$ cat src/verilog/flag_trap_params.svh
// constants for the status flag and trap block
`ifndef FLAG_TRAP_PARAMS_SVH
`define FLAG_TRAP_PARAMS_SVH
`define FT_CLK_MHZ 100
`define FT_LONG_DIV_CYC 749
`define FT_FCW_RST 16'h0000
`define FT_EXT_EN_BIT 4'hD
`define FT_SYS_MODE_BIT 4'hE
`define FT_FLG_C 3'h7
`define FT_FLG_Z 3'h6
`define FT_FLG_S 3'h5
`define FT_FLG_V 3'h4
`define FT_FLG_D 3'h3
`define FT_FLG_H 3'h2
`define FT_CC_F 4'h0
`define FT_CC_LT 4'h1
`define FT_CC_LE 4'h2
`define FT_CC_ULE 4'h3
`define FT_CC_OV 4'h4
`define FT_CC_MI 4'h5
`define FT_CC_Z 4'h6
`define FT_CC_C 4'h7
`define FT_CC_T 4'h8
`define FT_CC_GE 4'h9
`define FT_CC_GT 4'hA
`define FT_CC_UGT 4'hB
`define FT_CC_NOV 4'hC
`define FT_CC_PL 4'hD
`define FT_CC_NZ 4'hE
`define FT_CC_NC 4'hF
`define FT_REG_FCW 4'h0
`define FT_REG_STAT 4'h4
`define FT_REG_CC 4'h8
`define FT_RD_LAT 1
`endif

$ cat src/verilog/flag_trap_pkg.sv
// types for the status flag and trap block
package flag_trap_pkg;
  typedef enum logic [3:0] {
    OP_NONE = 4'h0, OP_ADD = 4'h1, OP_SUB = 4'h2, OP_LOGIC = 4'h3,
    OP_FLAGCTL = 4'h4, OP_LDFLB = 4'h5, OP_BLOCK = 4'h6, OP_BLKCMP = 4'h7,
    OP_EXT = 4'h8, OP_PRIV = 4'h9, OP_SYSCALL = 4'hA, OP_SEGV = 4'hB
  } op_t;
  typedef enum logic [2:0] {
    TRAP_NONE = 3'h0, TRAP_EXT = 3'h1, TRAP_PRIV = 3'h2, TRAP_SEG = 3'h3, TRAP_SC = 3'h4
  } trap_t;
  typedef enum logic [2:0] {
    ST_IDLE = 3'b001, ST_EXEC = 3'b010, ST_INTR = 3'b100
  } seq_t;
  typedef struct packed {
    logic valid;
    op_t op;
    logic byte_op;
    logic [15:0] a;
    logic [15:0] b;
    logic carry_in;
    logic last;
    logic cnt_zero;
    logic cmp_met;
    logic [3:0] set_m;
    logic [3:0] clr_m;
    logic [3:0] inv_m;
    logic [7:0] flag_byte;
  } instr_t;
  typedef struct packed {
    logic [15:0] flag_control_word;
    seq_t seq;
    logic [15:0] result;
    trap_t trap;
    logic trap_pulse;
    logic int_take;
    logic suspend;
    logic [31:0] rdata;
    logic rvalid;
  } state_t;
endpackage

$ cat src/verilog/flag_trap.sv
// status flags, condition evaluation, trap and interrupt boundary logic
//
// The Avalon-MM slave port and the register addresses were chosen for this implementation.
`timescale 1ns/1ps
`include "flag_trap_params.svh"
// Contract
// - status keeps six flags, updated by arithmetic and logical operations
// - flag control can set, clear or invert carry, zero, sign, parity
// - extension opcode runs when enabled, else extended-instruction trap
// - flag byte write keeps control byte; flag byte is readable
// - carry set on carry out of or borrow into the top bit
// - zero set when result is all zeros
// - block compare reports condition met through zero
// - sign copies the result's top bit
// - overflow set when signed result leaves representable range
// - byte logical ops set parity on even count of ones
// - block ops set parity/overflow when counter reaches zero
// - decimal flag records whether last arithmetic was add or subtract
// - half carry captures carry or borrow at the nibble boundary on byte add and subtract
// - four-bit condition field selects one of sixteen flag functions
// - enabled interrupts are taken only after the instruction completes
// - iterative ops suspend after an iteration, restart same instruction
// - counters and pointers reflect completed iterations at suspension
// - long divide bounded to 749 cycles, bounding normal-mode latency
// - traps are synchronous, unmaskable, handled like interrupts
// - exactly four trap sources exist
// - privileged instruction in normal mode raises privileged trap
// - system call always traps
// - condition codes decode per the standard table
module flag_trap
  import flag_trap_pkg::*;
(
  input wire logic i_ref_clk,
  input wire logic i_sys_rst,
  input wire instr_t i_instr,
  input wire logic i_int_req,
  input wire logic [3:0] i_cond,
  input wire logic [3:0] i_avm_address,
  input wire logic i_avm_read,
  input wire logic i_avm_write,
  input wire logic [31:0] i_avm_writedata,
  input wire logic [3:0] i_avm_byteenable,
  output logic [31:0] o_avm_readdata,
  output logic o_avm_waitrequest,
  output logic [15:0] o_result,
  output logic [7:0] o_flags,
  output logic o_cond_true,
  output logic o_trap,
  output logic [2:0] o_trap_kind,
  output logic o_int_take,
  output logic o_suspend
);

  state_t q;
  state_t d;

  // ---------------------------------------------
  // condition decode
  // ---------------------------------------------
  function automatic logic cond_eval(input logic [3:0] cc, input logic [7:0] f);
    logic c;
    logic z;
    logic s;
    logic v;
    logic r;
    c = f[`FT_FLG_C];
    z = f[`FT_FLG_Z];
    s = f[`FT_FLG_S];
    v = f[`FT_FLG_V];
    r = 1'b0;
    unique case (cc)
      `FT_CC_F: r = 1'b0;
      `FT_CC_LT: r = s ^ v;
      `FT_CC_LE: r = z | (s ^ v);
      `FT_CC_ULE: r = c | z;
      `FT_CC_OV: r = v;
      `FT_CC_MI: r = s;
      `FT_CC_Z: r = z;
      `FT_CC_C: r = c;
      `FT_CC_T: r = 1'b1;
      `FT_CC_GE: r = ~(s ^ v);
      `FT_CC_GT: r = ~(z | (s ^ v));
      `FT_CC_UGT: r = ~c & ~z;
      `FT_CC_NOV: r = ~v;
      `FT_CC_PL: r = ~s;
      `FT_CC_NZ: r = ~z;
      `FT_CC_NC: r = ~c;
    endcase
    return r;
  endfunction

  // ---------------------------------------------
  // next state
  // ---------------------------------------------
  logic [16:0] sum;
  logic [4:0] nib;
  logic [15:0] res;
  logic msb_a;
  logic msb_b;
  logic msb_r;
  logic cout;
  logic is_sub;
  logic sys_mode;
  logic ext_en;
  logic done;
  logic [7:0] fl;
  logic [7:0] fl_n;
  logic take_int;

  always_comb
  begin
    d = q;
    d.trap_pulse = 1'b0;
    d.int_take = 1'b0;
    d.suspend = 1'b0;
    d.rvalid = 1'b0;
    fl = q.flag_control_word[7:0];
    fl_n = fl;
    sys_mode = q.flag_control_word[`FT_SYS_MODE_BIT];
    ext_en = q.flag_control_word[`FT_EXT_EN_BIT];
    is_sub = (i_instr.op == OP_SUB);
    sum = is_sub ? ({1'b0, i_instr.a} - {1'b0, i_instr.b} - {16'h0000, i_instr.carry_in})
                 : ({1'b0, i_instr.a} + {1'b0, i_instr.b} + {16'h0000, i_instr.carry_in});
    nib = is_sub ? ({1'b0, i_instr.a[3:0]} - {1'b0, i_instr.b[3:0]} - {4'h0, i_instr.carry_in})
                 : ({1'b0, i_instr.a[3:0]} + {1'b0, i_instr.b[3:0]} + {4'h0, i_instr.carry_in});
    res = (i_instr.op == OP_LOGIC) ? i_instr.a : sum[15:0];
    if (i_instr.byte_op)
    begin
      res = {8'h00, res[7:0]};
      msb_a = i_instr.a[7];
      msb_b = i_instr.b[7] ^ is_sub;
      msb_r = res[7];
      cout = sum[8] ^ i_instr.a[8] ^ i_instr.b[8];
    end
    else
    begin
      msb_a = i_instr.a[15];
      msb_b = i_instr.b[15] ^ is_sub;
      msb_r = res[15];
      cout = sum[16];
    end
    done = 1'b0;
    d.trap = TRAP_NONE;
    if (i_instr.valid)
    begin
      // synchronous trap sources, no mask applies
      unique case (i_instr.op)
        OP_EXT: if (!ext_en) d.trap = TRAP_EXT;
        OP_PRIV, OP_LDFLB: if (!sys_mode && i_instr.op == OP_PRIV) d.trap = TRAP_PRIV;
        OP_SEGV: d.trap = TRAP_SEG;
        OP_SYSCALL: d.trap = TRAP_SC;
        default: d.trap = TRAP_NONE;
      endcase
      if (d.trap == TRAP_NONE)
      begin
        unique case (i_instr.op)
          OP_ADD, OP_SUB:
          begin
            fl_n[`FT_FLG_C] = cout;
            fl_n[`FT_FLG_Z] = (res == 16'h0000);
            fl_n[`FT_FLG_S] = msb_r;
            fl_n[`FT_FLG_V] = (msb_a == msb_b) && (msb_r != msb_a);
            fl_n[`FT_FLG_D] = is_sub;
            if (i_instr.byte_op)
              fl_n[`FT_FLG_H] = nib[4];
            d.result = res;
          end
          OP_LOGIC:
          begin
            fl_n[`FT_FLG_Z] = (res == 16'h0000);
            fl_n[`FT_FLG_S] = msb_r;
            if (i_instr.byte_op)
              fl_n[`FT_FLG_V] = ~(^res[7:0]);
            d.result = res;
          end
          OP_FLAGCTL:
            fl_n[7:4] = ((fl[7:4] | i_instr.set_m) & ~i_instr.clr_m) ^ i_instr.inv_m;
          OP_LDFLB:
            fl_n = i_instr.flag_byte;
          OP_BLOCK:
            fl_n[`FT_FLG_V] = i_instr.cnt_zero;
          OP_BLKCMP:
          begin
            fl_n[`FT_FLG_Z] = i_instr.cmp_met;
            fl_n[`FT_FLG_V] = i_instr.cnt_zero;
          end
          default: fl_n = fl;
        endcase
      end
      d.flag_control_word[7:0] = fl_n;
      d.trap_pulse = (d.trap != TRAP_NONE);
      done = i_instr.last;
    end
    // interrupt only at a completed instruction or iteration
    // a block op may stop between iterations, anything else only on its last cycle
    take_int = i_instr.valid && i_int_req
               && (done || i_instr.op == OP_BLOCK || i_instr.op == OP_BLKCMP);
    unique case (q.seq)
      ST_IDLE, ST_EXEC:
        if (take_int)
        begin
          d.seq = ST_INTR;
          d.int_take = 1'b1;
          d.suspend = !done;
        end
        else if (i_instr.valid)
          d.seq = done ? ST_IDLE : ST_EXEC;
      ST_INTR:
        d.seq = ST_IDLE;
    endcase
    // register bus, one wait cycle on reads
    if (i_avm_write && i_avm_address == `FT_REG_FCW)
    begin
      if (i_avm_byteenable[0])
        d.flag_control_word[7:0] = i_avm_writedata[7:0];
      if (i_avm_byteenable[1])
        d.flag_control_word[15:8] = i_avm_writedata[15:8];
    end
    if (i_avm_read && !q.rvalid)
    begin
      d.rvalid = 1'b1;
      unique case (i_avm_address)
        `FT_REG_FCW: d.rdata = {16'h0000, q.flag_control_word};
        `FT_REG_STAT: d.rdata = {27'h0000000, q.seq, 1'b0, q.int_take};
        `FT_REG_CC: d.rdata = {29'h00000000, q.trap};
        default: d.rdata = 32'h00000000;
      endcase
    end
  end

  always_ff @(posedge i_ref_clk)
  begin
    if (i_sys_rst)
    begin
      q <= '0;
      q.flag_control_word <= `FT_FCW_RST;
      q.seq <= ST_IDLE;
      q.trap <= TRAP_NONE;
    end
    else
      q <= d;
  end

  assign o_avm_waitrequest = i_avm_read & ~q.rvalid;
  assign o_avm_readdata = q.rdata;
  assign o_result = q.result;
  assign o_flags = q.flag_control_word[7:0];
  assign o_cond_true = cond_eval(i_cond, q.flag_control_word[7:0]);
  assign o_trap = q.trap_pulse;
  assign o_trap_kind = q.trap;
  assign o_int_take = q.int_take;
  assign o_suspend = q.suspend;

  // ---------------------------------------------
  // checks
  // ---------------------------------------------
  syscall_trap_a: assert property (@(posedge i_ref_clk) disable iff (i_sys_rst)
    i_instr.valid && i_instr.op == OP_SYSCALL |=> o_trap && o_trap_kind == TRAP_SC)
    else $error("system call did not trap");
  ext_trap_a: assert property (@(posedge i_ref_clk) disable iff (i_sys_rst)
    i_instr.valid && i_instr.op == OP_EXT && !q.flag_control_word[`FT_EXT_EN_BIT] |=> o_trap_kind == TRAP_EXT)
    else $error("disabled extension opcode did not trap");
  priv_trap_a: assert property (@(posedge i_ref_clk) disable iff (i_sys_rst)
    i_instr.valid && i_instr.op == OP_PRIV && !q.flag_control_word[`FT_SYS_MODE_BIT] |=> o_trap_kind == TRAP_PRIV)
    else $error("privileged op in normal mode did not trap");
  trap_no_flags_a: assert property (@(posedge i_ref_clk) disable iff (i_sys_rst)
    o_trap && !$past(i_avm_write) |-> o_flags == $past(o_flags))
    else $error("trap changed flags");
  zero_flag_a: assert property (@(posedge i_ref_clk) disable iff (i_sys_rst)
    i_instr.valid && i_instr.op == OP_ADD && !i_avm_write |=> o_flags[`FT_FLG_Z] == (o_result == 16'h0000))
    else $error("zero flag wrong");
  dec_flag_a: assert property (@(posedge i_ref_clk) disable iff (i_sys_rst)
    i_instr.valid && i_instr.op == OP_SUB && !i_avm_write |=> o_flags[`FT_FLG_D])
    else $error("decimal flag not set on subtract");
  cond_true_a: assert property (@(posedge i_ref_clk) disable iff (i_sys_rst)
    i_cond == `FT_CC_T |-> o_cond_true)
    else $error("always-true code false");
  cond_zero_a: assert property (@(posedge i_ref_clk) disable iff (i_sys_rst)
    i_cond == `FT_CC_NZ |-> o_cond_true == !o_flags[`FT_FLG_Z])
    else $error("not-zero code wrong");
  int_bound_a: assert property (@(posedge i_ref_clk) disable iff (i_sys_rst)
    o_int_take |-> $past(i_instr.valid))
    else $error("interrupt taken off boundary");
  int_latency_a: assert property (@(posedge i_ref_clk) disable iff (i_sys_rst)
    i_instr.valid && i_int_req && i_instr.last && q.seq != ST_INTR |=> o_int_take)
    else $error("interrupt not taken at instruction end");

  // ---------------------------------------------
  // flag, sequence and trap checks
  // ---------------------------------------------
  carry_add_a: assert property (@(posedge i_ref_clk) disable iff (i_sys_rst)
    i_instr.valid && i_instr.op == OP_ADD && !i_instr.byte_op && !i_instr.carry_in && !i_avm_write
    |=> o_flags[`FT_FLG_C] == $past(i_instr.a > ~i_instr.b))
    else $error("carry wrong after add");
  carry_sub_a: assert property (@(posedge i_ref_clk) disable iff (i_sys_rst)
    i_instr.valid && i_instr.op == OP_SUB && !i_instr.byte_op && !i_instr.carry_in && !i_avm_write
    |=> o_flags[`FT_FLG_C] == $past(i_instr.a < i_instr.b))
    else $error("borrow wrong after subtract");
  sign_flag_a: assert property (@(posedge i_ref_clk) disable iff (i_sys_rst)
    i_instr.valid && (i_instr.op == OP_ADD || i_instr.op == OP_SUB || i_instr.op == OP_LOGIC)
    && !i_avm_write
    |=> o_flags[`FT_FLG_S] == ($past(i_instr.byte_op) ? o_result[7] : o_result[15]))
    else $error("sign flag wrong");
  ovf_add_a: assert property (@(posedge i_ref_clk) disable iff (i_sys_rst)
    i_instr.valid && i_instr.op == OP_ADD && !i_instr.byte_op && !i_avm_write
    |=> o_flags[`FT_FLG_V] == ($past(i_instr.a[15] == i_instr.b[15])
    && o_result[15] != $past(i_instr.a[15])))
    else $error("overflow flag wrong after add");
  parity_byte_a: assert property (@(posedge i_ref_clk) disable iff (i_sys_rst)
    i_instr.valid && i_instr.op == OP_LOGIC && i_instr.byte_op && !i_avm_write
    |=> o_flags[`FT_FLG_V] == ~^o_result[7:0])
    else $error("parity flag wrong");
  block_cnt_a: assert property (@(posedge i_ref_clk) disable iff (i_sys_rst)
    i_instr.valid && i_instr.op == OP_BLOCK && !i_avm_write
    |=> o_flags[`FT_FLG_V] == $past(i_instr.cnt_zero))
    else $error("block counter flag wrong");
  blkcmp_zero_a: assert property (@(posedge i_ref_clk) disable iff (i_sys_rst)
    i_instr.valid && i_instr.op == OP_BLKCMP && !i_avm_write
    |=> o_flags[`FT_FLG_Z] == $past(i_instr.cmp_met))
    else $error("block compare zero flag wrong");
  flag_ctl_a: assert property (@(posedge i_ref_clk) disable iff (i_sys_rst)
    i_instr.valid && i_instr.op == OP_FLAGCTL && !i_avm_write
    |=> o_flags[7:4] == $past(((o_flags[7:4] | i_instr.set_m) & ~i_instr.clr_m)
    ^ i_instr.inv_m))
    else $error("flag control result wrong");
  flag_load_a: assert property (@(posedge i_ref_clk) disable iff (i_sys_rst)
    i_instr.valid && i_instr.op == OP_LDFLB && !i_avm_write
    |=> o_flags == $past(i_instr.flag_byte) && $stable(q.flag_control_word[15:8]))
    else $error("flag byte load wrong");
  half_carry_a: assert property (@(posedge i_ref_clk) disable iff (i_sys_rst)
    i_instr.valid && i_instr.op == OP_ADD && i_instr.byte_op && !i_instr.carry_in && !i_avm_write
    |=> o_flags[`FT_FLG_H] == $past(i_instr.a[3:0] > ~i_instr.b[3:0]))
    else $error("half carry wrong after add");
  dec_add_a: assert property (@(posedge i_ref_clk) disable iff (i_sys_rst)
    i_instr.valid && i_instr.op == OP_ADD && !i_avm_write |=> !o_flags[`FT_FLG_D])
    else $error("decimal flag set on add");
  logic_zero_a: assert property (@(posedge i_ref_clk) disable iff (i_sys_rst)
    i_instr.valid && i_instr.op == OP_LOGIC && !i_avm_write
    |=> o_flags[`FT_FLG_Z] == (o_result == 16'h0000))
    else $error("zero flag wrong after logic op");
  suspend_int_a: assert property (@(posedge i_ref_clk) disable iff (i_sys_rst)
    o_suspend |-> o_int_take)
    else $error("suspend without interrupt");
  suspend_blk_a: assert property (@(posedge i_ref_clk) disable iff (i_sys_rst)
    i_instr.valid && i_int_req && i_instr.op == OP_BLOCK && !i_instr.last && q.seq != ST_INTR
    |=> o_suspend)
    else $error("block op not suspended");
  trap_kind_a: assert property (@(posedge i_ref_clk) disable iff (i_sys_rst)
    o_trap == (o_trap_kind != TRAP_NONE))
    else $error("trap pulse and kind disagree");
  trap_result_a: assert property (@(posedge i_ref_clk) disable iff (i_sys_rst)
    o_trap |-> $stable(o_result))
    else $error("trap changed result");
  seg_trap_a: assert property (@(posedge i_ref_clk) disable iff (i_sys_rst)
    i_instr.valid && i_instr.op == OP_SEGV |=> o_trap_kind == TRAP_SEG)
    else $error("segment violation did not trap");
  priv_sys_a: assert property (@(posedge i_ref_clk) disable iff (i_sys_rst)
    i_instr.valid && i_instr.op == OP_PRIV && q.flag_control_word[`FT_SYS_MODE_BIT] |=> !o_trap)
    else $error("privileged op trapped in system mode");
  trap_unmask_a: assert property (@(posedge i_ref_clk) disable iff (i_sys_rst)
    i_instr.valid && i_instr.op == OP_SYSCALL && i_int_req |=> o_trap)
    else $error("trap lost under interrupt");
endmodule

$ cat config.mk
export PLATFORM = sky130hd
export DESIGN_NAME = flag_trap
export DESIGN_NICKNAME = d
export VERILOG_FILES = /design/src/verilog/flag_trap_pkg.sv /design/src/verilog/flag_trap.sv
export VERILOG_INCLUDE_DIRS = /design/src /design/src/verilog
export SDC_FILE = /design/constraint.sdc
export NUM_CORES = 1
export LEC_CHECK = 0
export BUFFER_PORTS_ARGS = -buffer_cell sky130_fd_sc_hd__buf_2
export CORE_MARGIN = 2
export CORE_UTILIZATION = 45
export DETAILED_ROUTE_END_ITERATION = 10
export PLACE_DENSITY_LB_ADDON = 0.12
export SLEW_MARGIN = 25
export SYNTH_ARGS = -nofsm -noshare
export SYNTH_HDL_FRONTEND = slang
export SYNTH_SLANG_ARGS = --single-unit
$ cat constraint.sdc
create_clock -name i_ref_clk -period 6.31 [get_ports i_ref_clk]
set_input_delay 1.262 -clock i_ref_clk [delete_from_list [all_inputs] [get_ports i_ref_clk]]
set_output_delay 1.262 -clock i_ref_clk [all_outputs]
set_load 0.01 [all_outputs]
==> metrics.txt <==
synth warn=0; Initial Util=46.1%; number of CTS-inserted buffers=9; wire per inst=15.8 um; post-route insts no fill=between 900 and 1000; most common cell in the netlist=nor2_1; post-route ant nets=0; Final Hold Fails=0; initial DRC count=about 240; Syn-to-layout area delta=12.7%; final WL=roughly 15000 um; Post-CTS Resized=0; I/O Buffers=140; post-synthesis cell type count=between 60 and 70; clk_skew=roughly 0.0066 ns; fin crit share=between 80 and 90%; core area=roughly 12000 um^2; Synth top area share=roughly a fifth; crit-path max FO=3; Placed Area=5950 um^2; Worst-path clk slew=0.05 ns; gpl congestion=roughly 0.85; Max Freq=195 MHz; clk sink count=58; drt via density=5.54; DIE AREA=about 13000 um^2; cts hold-fix bufs=0; RSZ-0062 raised after global routing=no; NumNets Final=around 970; first-pass GRT wire length=approximately 24000 um; worst skew pair latency=~0.33 ns; Rows=40; die width=roughly 110 um; #FFs+latches synth=a little under 60; die height=about 110 um; DR pass1 iterations=5; outcome=finished clean; DRC violations left=0; Async SR Flop Fraction=0%; vias in the first global route=4950; # setup viols final=0; top_reg_cell synth=dfxtp_1; Cell Area, Synth=between 5000 and 6000 um^2; VDD IR-drop max=110 uV; via count=between 5000 and 6000; Final min period=between 5 and 6 ns; antenna violations before repair=0; gr usage total=22.3%; Synth top cells by count=nor2_1, buf_4, dfxtp_1; remaining global-route overflow=0; layout cell share with drive strength beyond 1=21.9%; main area contributors after synthesis=dfxtp_1, ha_1, buf_4, nor2_1, a21oi_1; CP required=6.53 ns; syn_area_per_cell=7.64 um^2; Leak Pwr=a little under 3 nW; # Max-Cap Violations=0; area leader, netlist=dfxtp_1; Cell Pwr Density=roughly 210 nW/um^2; Slew headroom=55.0%; Post-synth EDFFs=0; CTS root buf=clkbuf_16; Slew @ Worst Pin=a little under 0.7 ns; n_diodes=0; data arrival time of the worst path=5.34 ns; register area share after synthesis=21.0%; fin. max-slew vios=0; Layout Cell Area excl Fill=6240 um^2; crit end category=flop; Ports=approximately 180; Tot Pwr=~1.3 mW; largest net degree at the start of global routing=55; critical path class=in -> reg; setup TNS=0 ns; Longest Clk Path Bufs=2; Post-Synthesis Cells=about 730; CP startpoint kind=input port; CTS tree=done; Min-Delay Path Class=reg -> reg; CTS H-tree lvls=3; placed cell count=940; HPWL Detailed=approximately 12000 um; # Post-CTS Setup Buffers=0
[state kept, by name (all words and copies together) (netlist names)]
name,flops
ext_en,1
o_avm_readdata,16
o_flags,8
o_int_take,1
o_result,16
o_suspend,1
o_trap,1
o_trap_kind,3
q,11
[path summary, 6_finish.rpt]
check	startpoint	endpoint	slack, ns	cells after the start
hold reg to reg	o_result[8]	o_result[8]	0.45	2
setup reg to reg	o_flags[6]	o_flags[6]	4.63	6
hold / removal	o_result[8]	o_result[8]	0.45	2
setup / recovery	i_instr[23]	o_flags[4]	1.18	22
[cell usage in the layout (no fill, tap or decap), types with 11 or more instances in the layout]
| cell | instances |
|---|---|
| a211oi_1 | 16 |
| a21oi_1 | 49 |
| a22oi_1 | 14 |
| buf_2 | 140 |
| conb_1 | 16 |
| dfxtp_1 | 58 |
| ha_1 | 49 |
| inv_1 | 55 |
| mux2i_1 | 20 |
| nand2_1 | 46 |
| nand3_1 | 12 |
| nor2_1 | 77 |
| nor3_1 | 22 |
| o21ai_0 | 32 |
| xnor2_1 | 26 |
| xor2_1 | 11 |
[stage by stage]
step / hold slack, ns / util (%) / worst slack, ns
6_report: 0.454 / 52.0 / 1.18
5_1_grt: 0.474 / 52.0 / 0.837
4_1_cts: 0.457 / 52.0 / 1.18
3_5_place_dp: 0.450 / 49.5 / 0.831
3_3_place_gp: 0.442 / 49.5 / 0.888
2_1_floorplan: 0.432 / - / 1.22
[routing by layer]
layer,global-route usage [%],part of all wire [%],vias to the layer above
met1,27.8,44,2427
li1,-,-,2652
met5,0,0,-
met3,3.27,6.4,17
met4,7.39,1.8,0
met2,39.6,48,196
[worst max-delay path, cell delays in order]
cell,delay (ns)
buf_2,0.12
fa_1,0.56
inv_1,0.07
ha_1,0.19
or2_2,0.28
fa_1,0.38
or2b_1,0.26
a31o_2,0.27
a21oi_1,0.17
xnor2_1,0.13
nor2_1,0.05
a211oi_1,0.23
a21oi_1,0.10
ha_1,0.32
xnor2_1,0.19
xnor2_1,0.14
nor2_1,0.05
a21oi_1,0.12
o21ai_0,0.08
a21oi_1,0.13
nor2b_1,0.06
a41o_1,0.19
[area by class of cell]
class / count / area, um^2
timing repair buffer: 145 / 738
sequential: 58 / 1160
clock buffer: 11 / 243
fill: 1218 / 5770
multi-input combinational: 535 / 3660
clock inverter: 5 / 53.8
inverter: 55 / 206
tap: 147 / 184
[report_power, final]
part | switching, mW | internal [mW]
logic | 0.250 | 0.188
clock network | 0.165 | 0.314
registers | 0.00992 | 0.376
total | 0.425 | 0.878
[logic make-up (layout without fill, tap and decap cells)]
family	Yosys count	after routing	synth area share (%)
mux	22	22	4.23
simple gates	228	228	20.3
xor+xnor	37	37	5.85
buf+inv	147	216	14.0
flops	58	58	21.0
fa+ha+maj	53	53	12.5
other cells	1	16	0.0677
compound gates	179	179	22.1
No activity file was read; power rests on OpenSTA's default activity.
